===== config.mk =====
export PLATFORM = sky130hd
export DESIGN_NAME = ccr_regs
export DESIGN_NICKNAME = d
export VERILOG_FILES = /design/src/ccr_pkg.sv /design/src/ccr_regs.sv
export VERILOG_INCLUDE_DIRS = /design/src /design/src/src
export SDC_FILE = /design/constraint.sdc
export NUM_CORES = 1
export LEC_CHECK = 0
export ABC_AREA = 1
export BUFFER_PORTS_ARGS = -buffer_cell sky130_fd_sc_hd__buf_4
export CORE_UTILIZATION = 50
export CTS_BUF_LIST = sky130_fd_sc_hd__clkbuf_8 sky130_fd_sc_hd__clkbuf_16
export CTS_CLUSTER_DIAMETER = 150
export DETAILED_ROUTE_END_ITERATION = 7
export GPL_ROUTABILITY_DRIVEN = 0
export PLACE_DENSITY_LB_ADDON = 0.3
export SLEW_MARGIN = 0
export SYNTH_ARGS = -nofsm -noshare
export SYNTH_HDL_FRONTEND = slang
export SYNTH_SLANG_ARGS = --single-unit

===== constraint.sdc =====
create_clock -name clock -period 5.8 [get_ports clock]
set_clock_uncertainty 0.2 [all_clocks]
set_input_delay 1.16 -clock clock [delete_from_list [all_inputs] [get_ports clock]]
set_output_delay 1.16 -clock clock [all_outputs]
set_load 0.005 [all_outputs]

===== src/ccr_params.svh =====
`ifndef CCR_PARAMS_SVH
`define CCR_PARAMS_SVH

`define CCR_BUS_ADDR      7'h6B
`define CCR_IDX_INPUT     8'h00
`define CCR_IDX_POWER     8'h01
`define CCR_IDX_CHARGE    8'h02
`define CCR_IDX_EXT_LO    8'h03
`define CCR_IDX_RW_HI     8'h07
`define CCR_IDX_RO_LO     8'h08
`define CCR_IDX_RO_HI     8'h0A
`define CCR_BITS_PER_BYTE 4'h8
`define CCR_IN_HIZ_BIT    7
`define CCR_IN_VFLOOR_DEF 4'h6
`define CCR_CAP_3A        3'h7
`define CCR_CAP_100MA     3'h0
`define CCR_CAP_500MA     3'h2
`define CCR_PWR_RST_BIT   7
`define CCR_PWR_WDG_BIT   6
`define CCR_PWR_DEF       6'h1B
`define CCR_CHG_DEF       8'h60
`define CCR_REG03_DEF     8'h11
`define CCR_REG04_DEF     8'hB2
`define CCR_REG05_DEF     8'h9A
`define CCR_REG06_DEF     8'h73
`define CCR_WDG_IDX       2
`define CCR_WDG_OFF       8'h00
`define CCR_WDG_40S       8'h28
`define CCR_WDG_80S       8'h50
`define CCR_WDG_160S      8'hA0
`define CCR_FAST_OFFS_MA  13'h0200
`define CCR_FAST_STEP_SH  6
`define CCR_FAST_DIV      13'h0005

`endif


===== src/ccr_pkg.sv =====
package ccr_pkg;

    typedef enum logic [2:0] {
        ST_IDLE,
        ST_ADDR,
        ST_ADDR_ACK,
        ST_PTR,
        ST_PTR_ACK,
        ST_WDATA,
        ST_WDATA_ACK,
        ST_RDATA
    } ccr_state_t;

    typedef logic [7:0] ccr_byte_t;

endpackage


===== src/ccr_regs.sv =====
`timescale 1ns/1ps
`include "ccr_params.svh"

module ccr_regs #(
    parameter logic [7:0] REG07_RESET = 8'h00
) (
    input  wire logic             clock,
    input  wire logic             srst,
    input  wire logic             scl,
    input  wire logic             sda_i,
    output logic                  sda_o,
    output logic                  sda_oe,
    input  wire logic             source_select_pin,
    input  wire logic             host_supply_pin,
    input  wire logic [2:0]       external_current_cap_pin,
    input  wire ccr_pkg::ccr_byte_t status_08,
    input  wire ccr_pkg::ccr_byte_t status_09,
    input  wire ccr_pkg::ccr_byte_t status_0a,
    output logic                  high_impedance_enable,
    output logic [3:0]            input_voltage_floor,
    output logic [2:0]            input_current_cap,
    output logic                  boost_output_enable,
    output logic                  charge_enable_bit,
    output logic                  charge_active,
    output logic [2:0]            system_voltage_floor,
    output logic                  boost_current_cap,
    output logic [5:0]            fast_charge_current,
    output logic [12:0]           fast_charge_ma,
    output logic                  cold_threshold_select,
    output logic                  reduced_charge_force,
    output logic                  precharge_halve,
    output logic                  watchdog_restart,
    output logic [7:0]            watchdog_seconds,
    output ccr_pkg::ccr_byte_t    ext_reg_03,
    output ccr_pkg::ccr_byte_t    ext_reg_04,
    output ccr_pkg::ccr_byte_t    ext_reg_05,
    output ccr_pkg::ccr_byte_t    ext_reg_06,
    output ccr_pkg::ccr_byte_t    ext_reg_07
);
    import ccr_pkg::*;

    ccr_state_t state_r;
    logic       scl_r;
    logic       sda_r;
    logic [7:0] sh_r;
    logic [3:0] cnt_r;
    logic       rw_r;
    logic [7:0] ptr_r;
    logic [7:0] in_r;
    logic [5:0] pwr_r;
    logic [7:0] chg_r;
    logic [7:0] ext_r [3:7];
    logic [2:0] cap_def;
    logic [7:0] rd_byte;
    logic       scl_rise;
    logic       scl_fall;
    logic       bus_start;
    logic       bus_stop;
    logic       byte_done;
    logic       wr_fire;
    logic       reg_reset;
    logic [12:0] fast_full;

    assign sda_o     = 1'b0;
    assign scl_rise  = scl & ~scl_r;
    assign scl_fall  = ~scl & scl_r;
    assign bus_start = scl & scl_r & sda_r & ~sda_i;
    assign bus_stop  = scl & scl_r & ~sda_r & sda_i;
    assign byte_done = scl_fall && (cnt_r == `CCR_BITS_PER_BYTE);
    assign wr_fire   = (state_r == ST_WDATA) && byte_done;
    assign reg_reset = wr_fire && (ptr_r == `CCR_IDX_POWER)
                       && sh_r[`CCR_PWR_RST_BIT];

    always_comb begin
        if (source_select_pin) begin
            cap_def = host_supply_pin ? `CCR_CAP_500MA : `CCR_CAP_100MA;
        end else begin
            cap_def = `CCR_CAP_3A;
        end
    end

    // Action bits are not stored, so they always read back as zero.
    always_comb begin
        rd_byte = 8'h00;
        if (ptr_r == `CCR_IDX_INPUT) begin
            rd_byte = in_r;
        end else if (ptr_r == `CCR_IDX_POWER) begin
            rd_byte = {2'b00, pwr_r};
        end else if (ptr_r == `CCR_IDX_CHARGE) begin
            rd_byte = chg_r;
        end else if (ptr_r <= `CCR_IDX_RW_HI) begin
            rd_byte = ext_r[ptr_r[2:0]];
        end else if (ptr_r == `CCR_IDX_RO_LO) begin
            rd_byte = status_08;
        end else if (ptr_r == `CCR_IDX_RO_LO + 8'h01) begin
            rd_byte = status_09;
        end else if (ptr_r == `CCR_IDX_RO_HI) begin
            rd_byte = status_0a;
        end
    end

    always_ff @(posedge clock) begin
        if (srst) begin
            scl_r <= 1'b1;
            sda_r <= 1'b1;
        end else begin
            scl_r <= scl;
            sda_r <= sda_i;
        end
    end

    // Serial engine: sample on rising SCL, drive SDA after falling SCL.
    always_ff @(posedge clock) begin
        if (srst) begin
            state_r <= ST_IDLE;
            sh_r    <= 8'h00;
            cnt_r   <= 4'h0;
            rw_r    <= 1'b0;
            ptr_r   <= 8'h00;
            sda_oe  <= 1'b0;
        end else if (bus_start) begin
            state_r <= ST_ADDR;
            cnt_r   <= 4'h0;
            sda_oe  <= 1'b0;
        end else if (bus_stop) begin
            state_r <= ST_IDLE;
            sda_oe  <= 1'b0;
        end else begin
            case (state_r)
                ST_ADDR, ST_PTR, ST_WDATA: begin
                    if (scl_rise) begin
                        sh_r  <= {sh_r[6:0], sda_i};
                        cnt_r <= cnt_r + 4'h1;
                    end else if (byte_done) begin
                        sda_oe <= 1'b1;
                        if (state_r == ST_ADDR) begin
                            if (sh_r[7:1] == `CCR_BUS_ADDR) begin
                                rw_r    <= sh_r[0];
                                state_r <= ST_ADDR_ACK;
                            end else begin
                                sda_oe  <= 1'b0;
                                state_r <= ST_IDLE;
                            end
                        end else if (state_r == ST_PTR) begin
                            ptr_r   <= sh_r;
                            state_r <= ST_PTR_ACK;
                        end else begin
                            ptr_r   <= ptr_r + 8'h01;
                            state_r <= ST_WDATA_ACK;
                        end
                    end
                end
                ST_PTR_ACK, ST_WDATA_ACK: begin
                    if (scl_fall) begin
                        sda_oe  <= 1'b0;
                        cnt_r   <= 4'h0;
                        state_r <= ST_WDATA;
                    end
                end
                ST_ADDR_ACK: begin
                    if (scl_fall) begin
                        cnt_r <= 4'h1;
                        if (rw_r) begin
                            sda_oe  <= ~rd_byte[7];
                            sh_r    <= {rd_byte[6:0], 1'b0};
                            state_r <= ST_RDATA;
                        end else begin
                            sda_oe  <= 1'b0;
                            cnt_r   <= 4'h0;
                            state_r <= ST_PTR;
                        end
                    end
                end
                ST_RDATA: begin
                    if (scl_fall) begin
                        if (cnt_r == `CCR_BITS_PER_BYTE) begin
                            sda_oe <= 1'b0;
                            ptr_r  <= ptr_r + 8'h01;
                            cnt_r  <= cnt_r + 4'h1;
                        end else if (cnt_r > `CCR_BITS_PER_BYTE) begin
                            sda_oe <= ~rd_byte[7];
                            sh_r   <= {rd_byte[6:0], 1'b0};
                            cnt_r  <= 4'h1;
                        end else begin
                            sda_oe <= ~sh_r[7];
                            sh_r   <= {sh_r[6:0], 1'b0};
                            cnt_r  <= cnt_r + 4'h1;
                        end
                    end else if (scl_rise && cnt_r > `CCR_BITS_PER_BYTE
                                 && sda_i) begin
                        state_r <= ST_IDLE;
                    end
                end
                default: begin
                    sda_oe <= 1'b0;
                end
            endcase
        end
    end

    always_ff @(posedge clock) begin
        if (srst || reg_reset) begin
            in_r  <= {1'b0, `CCR_IN_VFLOOR_DEF, cap_def};
            pwr_r <= `CCR_PWR_DEF;
            chg_r <= `CCR_CHG_DEF;
        end else if (wr_fire) begin
            if (ptr_r == `CCR_IDX_INPUT) begin
                in_r <= sh_r;
            end else if (ptr_r == `CCR_IDX_POWER) begin
                pwr_r <= sh_r[5:0];
            end else if (ptr_r == `CCR_IDX_CHARGE) begin
                chg_r <= sh_r;
            end
        end
    end

    genvar gi;
    generate
        for (gi = 3; gi <= 7; gi++) begin : g_ext
            localparam logic [7:0] DEF =
                (gi == 3) ? `CCR_REG03_DEF : (gi == 4) ? `CCR_REG04_DEF :
                (gi == 5) ? `CCR_REG05_DEF : (gi == 6) ? `CCR_REG06_DEF :
                REG07_RESET;
            always_ff @(posedge clock) begin
                if (srst || reg_reset) begin
                    ext_r[gi] <= DEF;
                end else if (wr_fire && ptr_r == 8'(gi)) begin
                    ext_r[gi] <= sh_r;
                end
            end
        end
    endgenerate

    assign fast_full = `CCR_FAST_OFFS_MA
                       + (13'(chg_r[7:2]) << `CCR_FAST_STEP_SH);

    always_ff @(posedge clock) begin
        if (srst) begin
            input_current_cap <= `CCR_CAP_100MA;
            charge_active     <= 1'b0;
            fast_charge_ma    <= 13'h0000;
            watchdog_seconds  <= `CCR_WDG_OFF;
            watchdog_restart  <= 1'b0;
        end else begin
            input_current_cap <= (in_r[2:0] < external_current_cap_pin)
                                 ? in_r[2:0] : external_current_cap_pin;
            charge_active     <= pwr_r[4] & ~pwr_r[5];
            fast_charge_ma    <= chg_r[0] ? fast_full / `CCR_FAST_DIV
                                          : fast_full;
            watchdog_restart  <= wr_fire && (ptr_r == `CCR_IDX_POWER)
                                 && sh_r[`CCR_PWR_WDG_BIT];
            case (ext_r[5][5:4])
                2'b00:   watchdog_seconds <= `CCR_WDG_OFF;
                2'b01:   watchdog_seconds <= `CCR_WDG_40S;
                2'b10:   watchdog_seconds <= `CCR_WDG_80S;
                default: watchdog_seconds <= `CCR_WDG_160S;
            endcase
        end
    end

    assign high_impedance_enable = in_r[`CCR_IN_HIZ_BIT];
    assign input_voltage_floor   = in_r[6:3];
    assign boost_output_enable   = pwr_r[5];
    assign charge_enable_bit     = pwr_r[4];
    assign system_voltage_floor  = pwr_r[3:1];
    assign boost_current_cap     = pwr_r[0];
    assign fast_charge_current   = chg_r[7:2];
    assign cold_threshold_select = chg_r[1];
    assign reduced_charge_force  = chg_r[0];
    assign precharge_halve       = chg_r[0];
    assign ext_reg_03            = ext_r[3];
    assign ext_reg_04            = ext_r[4];
    assign ext_reg_05            = ext_r[5];
    assign ext_reg_06            = ext_r[6];
    assign ext_reg_07            = ext_r[7];

    property p_addr_ack;
        @(posedge clock) disable iff (srst)
        (state_r == ST_ADDR && byte_done && !bus_start && !bus_stop)
        |=> (sda_oe == ($past(sh_r[7:1]) == `CCR_BUS_ADDR));
    endproperty
    a_addr_ack: assert property (p_addr_ack) else $error("bad address ack");

    property p_ro_stable;
        @(posedge clock) disable iff (srst)
        (wr_fire && ptr_r > `CCR_IDX_RW_HI)
        |=> ($stable(in_r) && $stable(pwr_r) && $stable(chg_r));
    endproperty
    a_ro_stable: assert property (p_ro_stable) else $error("ro write hit");

    property p_hiz_write;
        @(posedge clock) disable iff (srst)
        (wr_fire && ptr_r == `CCR_IDX_INPUT)
        |=> (high_impedance_enable == $past(sh_r[7]))
            && (input_voltage_floor == $past(sh_r[6:3]));
    endproperty
    a_hiz_write: assert property (p_hiz_write) else $error("input reg");

    property p_cap_min;
        @(posedge clock) disable iff (srst)
        ##1 (input_current_cap <= $past(in_r[2:0]))
            && (input_current_cap <= $past(external_current_cap_pin));
    endproperty
    a_cap_min: assert property (p_cap_min) else $error("cap not min");

    property p_cap_default;
        @(posedge clock)
        srst |=> (in_r[2:0] == ($past(source_select_pin)
            ? ($past(host_supply_pin) ? `CCR_CAP_500MA : `CCR_CAP_100MA)
            : `CCR_CAP_3A));
    endproperty
    a_cap_default: assert property (p_cap_default) else $error("cap def");

    property p_reg_reset;
        @(posedge clock) disable iff (srst)
        reg_reset |=> (pwr_r == `CCR_PWR_DEF) && (chg_r == `CCR_CHG_DEF)
                      && (ext_r[5] == `CCR_REG05_DEF);
    endproperty
    a_reg_reset: assert property (p_reg_reset) else $error("no reset");

    property p_wdg_pulse;
        @(posedge clock) disable iff (srst)
        (wr_fire && ptr_r == `CCR_IDX_POWER && sh_r[`CCR_PWR_WDG_BIT])
        |=> watchdog_restart ##1 !watchdog_restart;
    endproperty
    a_wdg_pulse: assert property (p_wdg_pulse) else $error("wdg pulse");

    property p_boost_override;
        @(posedge clock) disable iff (srst)
        boost_output_enable [*2] |-> !charge_active;
    endproperty
    a_boost_override: assert property (p_boost_override) else $error("boost");

    property p_force_fifth;
        @(posedge clock) disable iff (srst)
        (reduced_charge_force && $stable(chg_r)) |=>
            (fast_charge_ma == $past(fast_full) / `CCR_FAST_DIV);
    endproperty
    a_force_fifth: assert property (p_force_fifth) else $error("force");

    property p_action_read;
        @(posedge clock) disable iff (srst)
        (ptr_r == `CCR_IDX_POWER) |-> (rd_byte[7:6] == 2'b00);
    endproperty
    a_action_read: assert property (p_action_read) else $error("action");

endmodule


==> results.sh <==
export IMPL_status="complete, but fails checks"
export IMPL_violations="setup timing"
export IMPL_setup_viol=1
export IMPL_drt_pre_antenna_iters=5
export IMPL_crit_path_start_kind="flip-flop"
export IMPL_worstHoldPathType="reg2reg"
export IMPL_row_count=42
export IMPL_io_pins=121
export IMPL_overflow=0
export IMPL_yosys_area_top_type="dfxtp_1"
export IMPL_areaGrowthSynthToFinish_pct=34.62
export IMPL_min_to="watchdog_seconds[3]"
export IMPL_clkLatencyLatePin_ns=0.42
export IMPL_grt_setup_unrepaired="true"
export IMPL_fmax_ghz=0.1696
export IMPL_worst_pin_slew_ns=1.193
export IMPL_r2r_start="chg_r[6]"
export IMPL_drt_iter0_markers=813
export IMPL_clk_pin_slew_ns=0.06
export IMPL_avgViaCountPerCell=5.703
export IMPL_cts_max_path_buffers=2
export IMPL_critPathKind="reg2reg"
export IMPL_finalHoldViolCount=0
export IMPL_dp_hpwl_um=15210
export IMPL_grt_pass1_wl_um=33890
export IMPL_fin_crit_ns=5.897
export IMPL_fill_cells=1083
export IMPL_cts_buffers=17
export IMPL_htreeDepth=4
export IMPL_core_area_um2=13450
export IMPL_antenna_found_initial=0
export IMPL_reg2reg_to="fast_charge_ma[0]"
export IMPL_synth_edf_count=43
export IMPL_layout_drive_gt1_share_pct=28.51
export IMPL_finalWirelength_um=22000
export IMPL_async_flop_share_pct=0
export IMPL_postRouteAntennaNets=0
export IMPL_vias=7585
export IMPL_crit_top_cell="nand2_4"
export IMPL_cts_num_sinks=114
export IMPL_holdPathStages=1
export IMPL_grt_pass1_vias=6947
export IMPL_power_density_nw_per_um2=293.0
export IMPL_design_area_um2=9449
export IMPL_port_buffers=116
export IMPL_initial_core_util_pct=52.18
export IMPL_p_leak_nw=4.255
export IMPL_place_area_um2=8253
export IMPL_die_height_um=120.5
export IMPL_path_max_fanout=5
export IMPL_routedWlPerCell_um=16.54
export IMPL_rrSetupSlack_ns=-0.1
export IMPL_yosysSeqAreaShare_pct=38.65
export IMPL_grt_max_degree=27
export IMPL_yosys_most_used_dff="dfxtp_1"
export IMPL_cp_slowest_cell="dfxtp_4"
export IMPL_antenna_cells=0
export IMPL_cpPeakStageDelay_ns=0.38
export IMPL_ir_worst_vdd_uv=237.4
export IMPL_drv_slew=0
export IMPL_arrival_ns=5.99
export IMPL_drc_errors=0
export IMPL_grt_total_usage_pct=30.07
export IMPL_seq_area_um2=2720
export IMPL_drv_cap=0
export IMPL_multiInputGateArea_um2=4038
export IMPL_ys_types=49
export IMPL_postCtsHoldBufs=0
export IMPL_stdcell_count=1330
export IMPL_relSlewSlack_pct=19.82
export IMPL_syn_area_um2=7019
export IMPL_fin_crit_sh_pct=101.7
export IMPL_clockRootBuffer="clkbuf_16"
export IMPL_crit_required_ns=5.89
export IMPL_worst_slack_ns=-0.09733
export IMPL_ys_ff_latch=114
export IMPL_synthCells=974
export IMPL_rr_worst_depth=52
export IMPL_preCtsSetupSlack_ns=-0.2300
export IMPL_layout_common_cells="nand2_1, buf_4, inv_1"
export IMPL_place_inst=1256
export IMPL_synth_area_leaders="dfxtp_1, edfxtp_1, nand2_1"
export IMPL_die_area_um2=14520
export IMPL_yosys_warnings=0
export IMPL_cts_tree="built"
export IMPL_dieWidth_um=120.5
export IMPL_finalNetCount=1192
export IMPL_crit_path_end_kind="flip-flop"
export IMPL_hold_path_startpoint="ext_r[5][5]"
export IMPL_synth_top_area_share_pct=20.25
export IMPL_layout_commonest_cell="nand2_1"
export IMPL_postSynthAreaPerCell_um2=7.207
## per-stage QoR
step                power, mW  utilization [%]   TNS (ns)  hold WS (ns)
floorplan               1.433                -          0        0.2567
global placement        1.664            61.35  -0.006056        0.2591
detailed placement      1.672            61.35    -0.2300        0.2628
CTS                     2.753            68.52          0        0.2684
global route            2.887            70.24    -0.4491        0.2767
finish                  2.768            70.24   -0.09733        0.2618
## worst max-delay path, delay by kind of cell (launching register included)
kind                       cells  cell delay, ns
AOI/OAI and AO/OA              1            0.21
and+or+nand+nor               40            3.55
DFF                            1            0.38
buffers and inverters          6            0.40
adders and majority gates      5            1.02
## cell usage after synthesis (3+ instances only)
cell / instances
o31ai_1: 8
o21ai_0: 50
clkinv_1: 6
nand2_1: 209
ha_1: 18
nor2_1: 106
a211oi_1: 6
nor4_1: 8
a221oi_1: 10
o211ai_1: 14
o21ai_1: 4
inv_2: 7
a21oi_1: 81
nand4_1: 18
nor2_4: 4
a32o_1: 6
nand3_2: 3
edfxtp_1: 43
nand3_1: 65
nand2_4: 7
o311ai_0: 3
clkbuf_1: 20
dfxtp_1: 71
nand3_4: 3
nor3_1: 19
a31oi_1: 6
inv_1: 121
buf_4: 13
a21oi_2: 5
o2111ai_1: 4
nand2_2: 13
## where the power goes
part | internal (mW) | switching (mW) | total [mW]
logic | 0.218 | 0.512 | 0.730
registers | 0.888 | 0.0692 | 0.958
clock network | 0.679 | 0.402 | 1.08
total | 1.79 | 0.983 | 2.77
## routing by layer
metal / vias up / routed length, µm / GRT usage, %
met5: - / 0 / 0
met4: 0 / 757 / 12.65
met3: 74 / 1896 / 7.075
met2: 436 / 10320 / 48.17
met1: 3454 / 9028 / 38.83
li1: 3621 / - / -
## cells by family after synthesis
kind of cell | Yosys count | synth area share, %
other cells | 1 | 0.05342
simple gates | 462 | 29.91
fa+ha+maj | 18 | 3.209
buf+inv | 170 | 10.02
compound gates | 206 | 17.79
flops | 114 | 38.65
xor+xnor | 3 | 0.3744
## worst max path at each step
stage	startpoint	endpoint	slack, ns	cells after the start
global placement	chg_r[6]	fast_charge_ma[0]	-0.006	49
global route	chg_r[6]	fast_charge_ma[0]	-0.38	51
CTS	chg_r[6]	fast_charge_ma[0]	0.002	54
detailed placement	chg_r[6]	fast_charge_ma[0]	-0.23	51
floorplan	chg_r[5]	fast_charge_ma[0]	0.009	54
finish	chg_r[6]	fast_charge_ma[0]	-0.1	52
## timing repair
item                       in CTS  in global routing
gates resized for setup        28                 40
pin swaps                      41                 42
cloned                          3                  0
setup endpoints to repair       1                  3
buffers inserted               29                 10
## registers in the layout, indices dropped and copies added (netlist names), named ones only
signal / count
ext_r: 40
fast_charge_ma: 13
chg_r: 8
in_r: 8
ptr_r: 8
sh_r: 8
pwr_r: 6
cnt_r: 4
watchdog_seconds: 4
input_current_cap: 3
state_r: 3
charge_active: 1
rw_r: 1
scl_r: 1
sda_oe: 1
sda_r: 1
watchdog_restart: 1
## cell type report
class / instances / share of cell area, %
clock buffer: 17 / 4.502
tap: 176 / 2.331
sequential: 114 / 28.79
clock inverter: 15 / 1.920
inverter: 135 / 5.535
timing repair buffer: 178 / 14.19
multi-input combinational: 695 / 42.73
(Power assumes the default switching activity.)
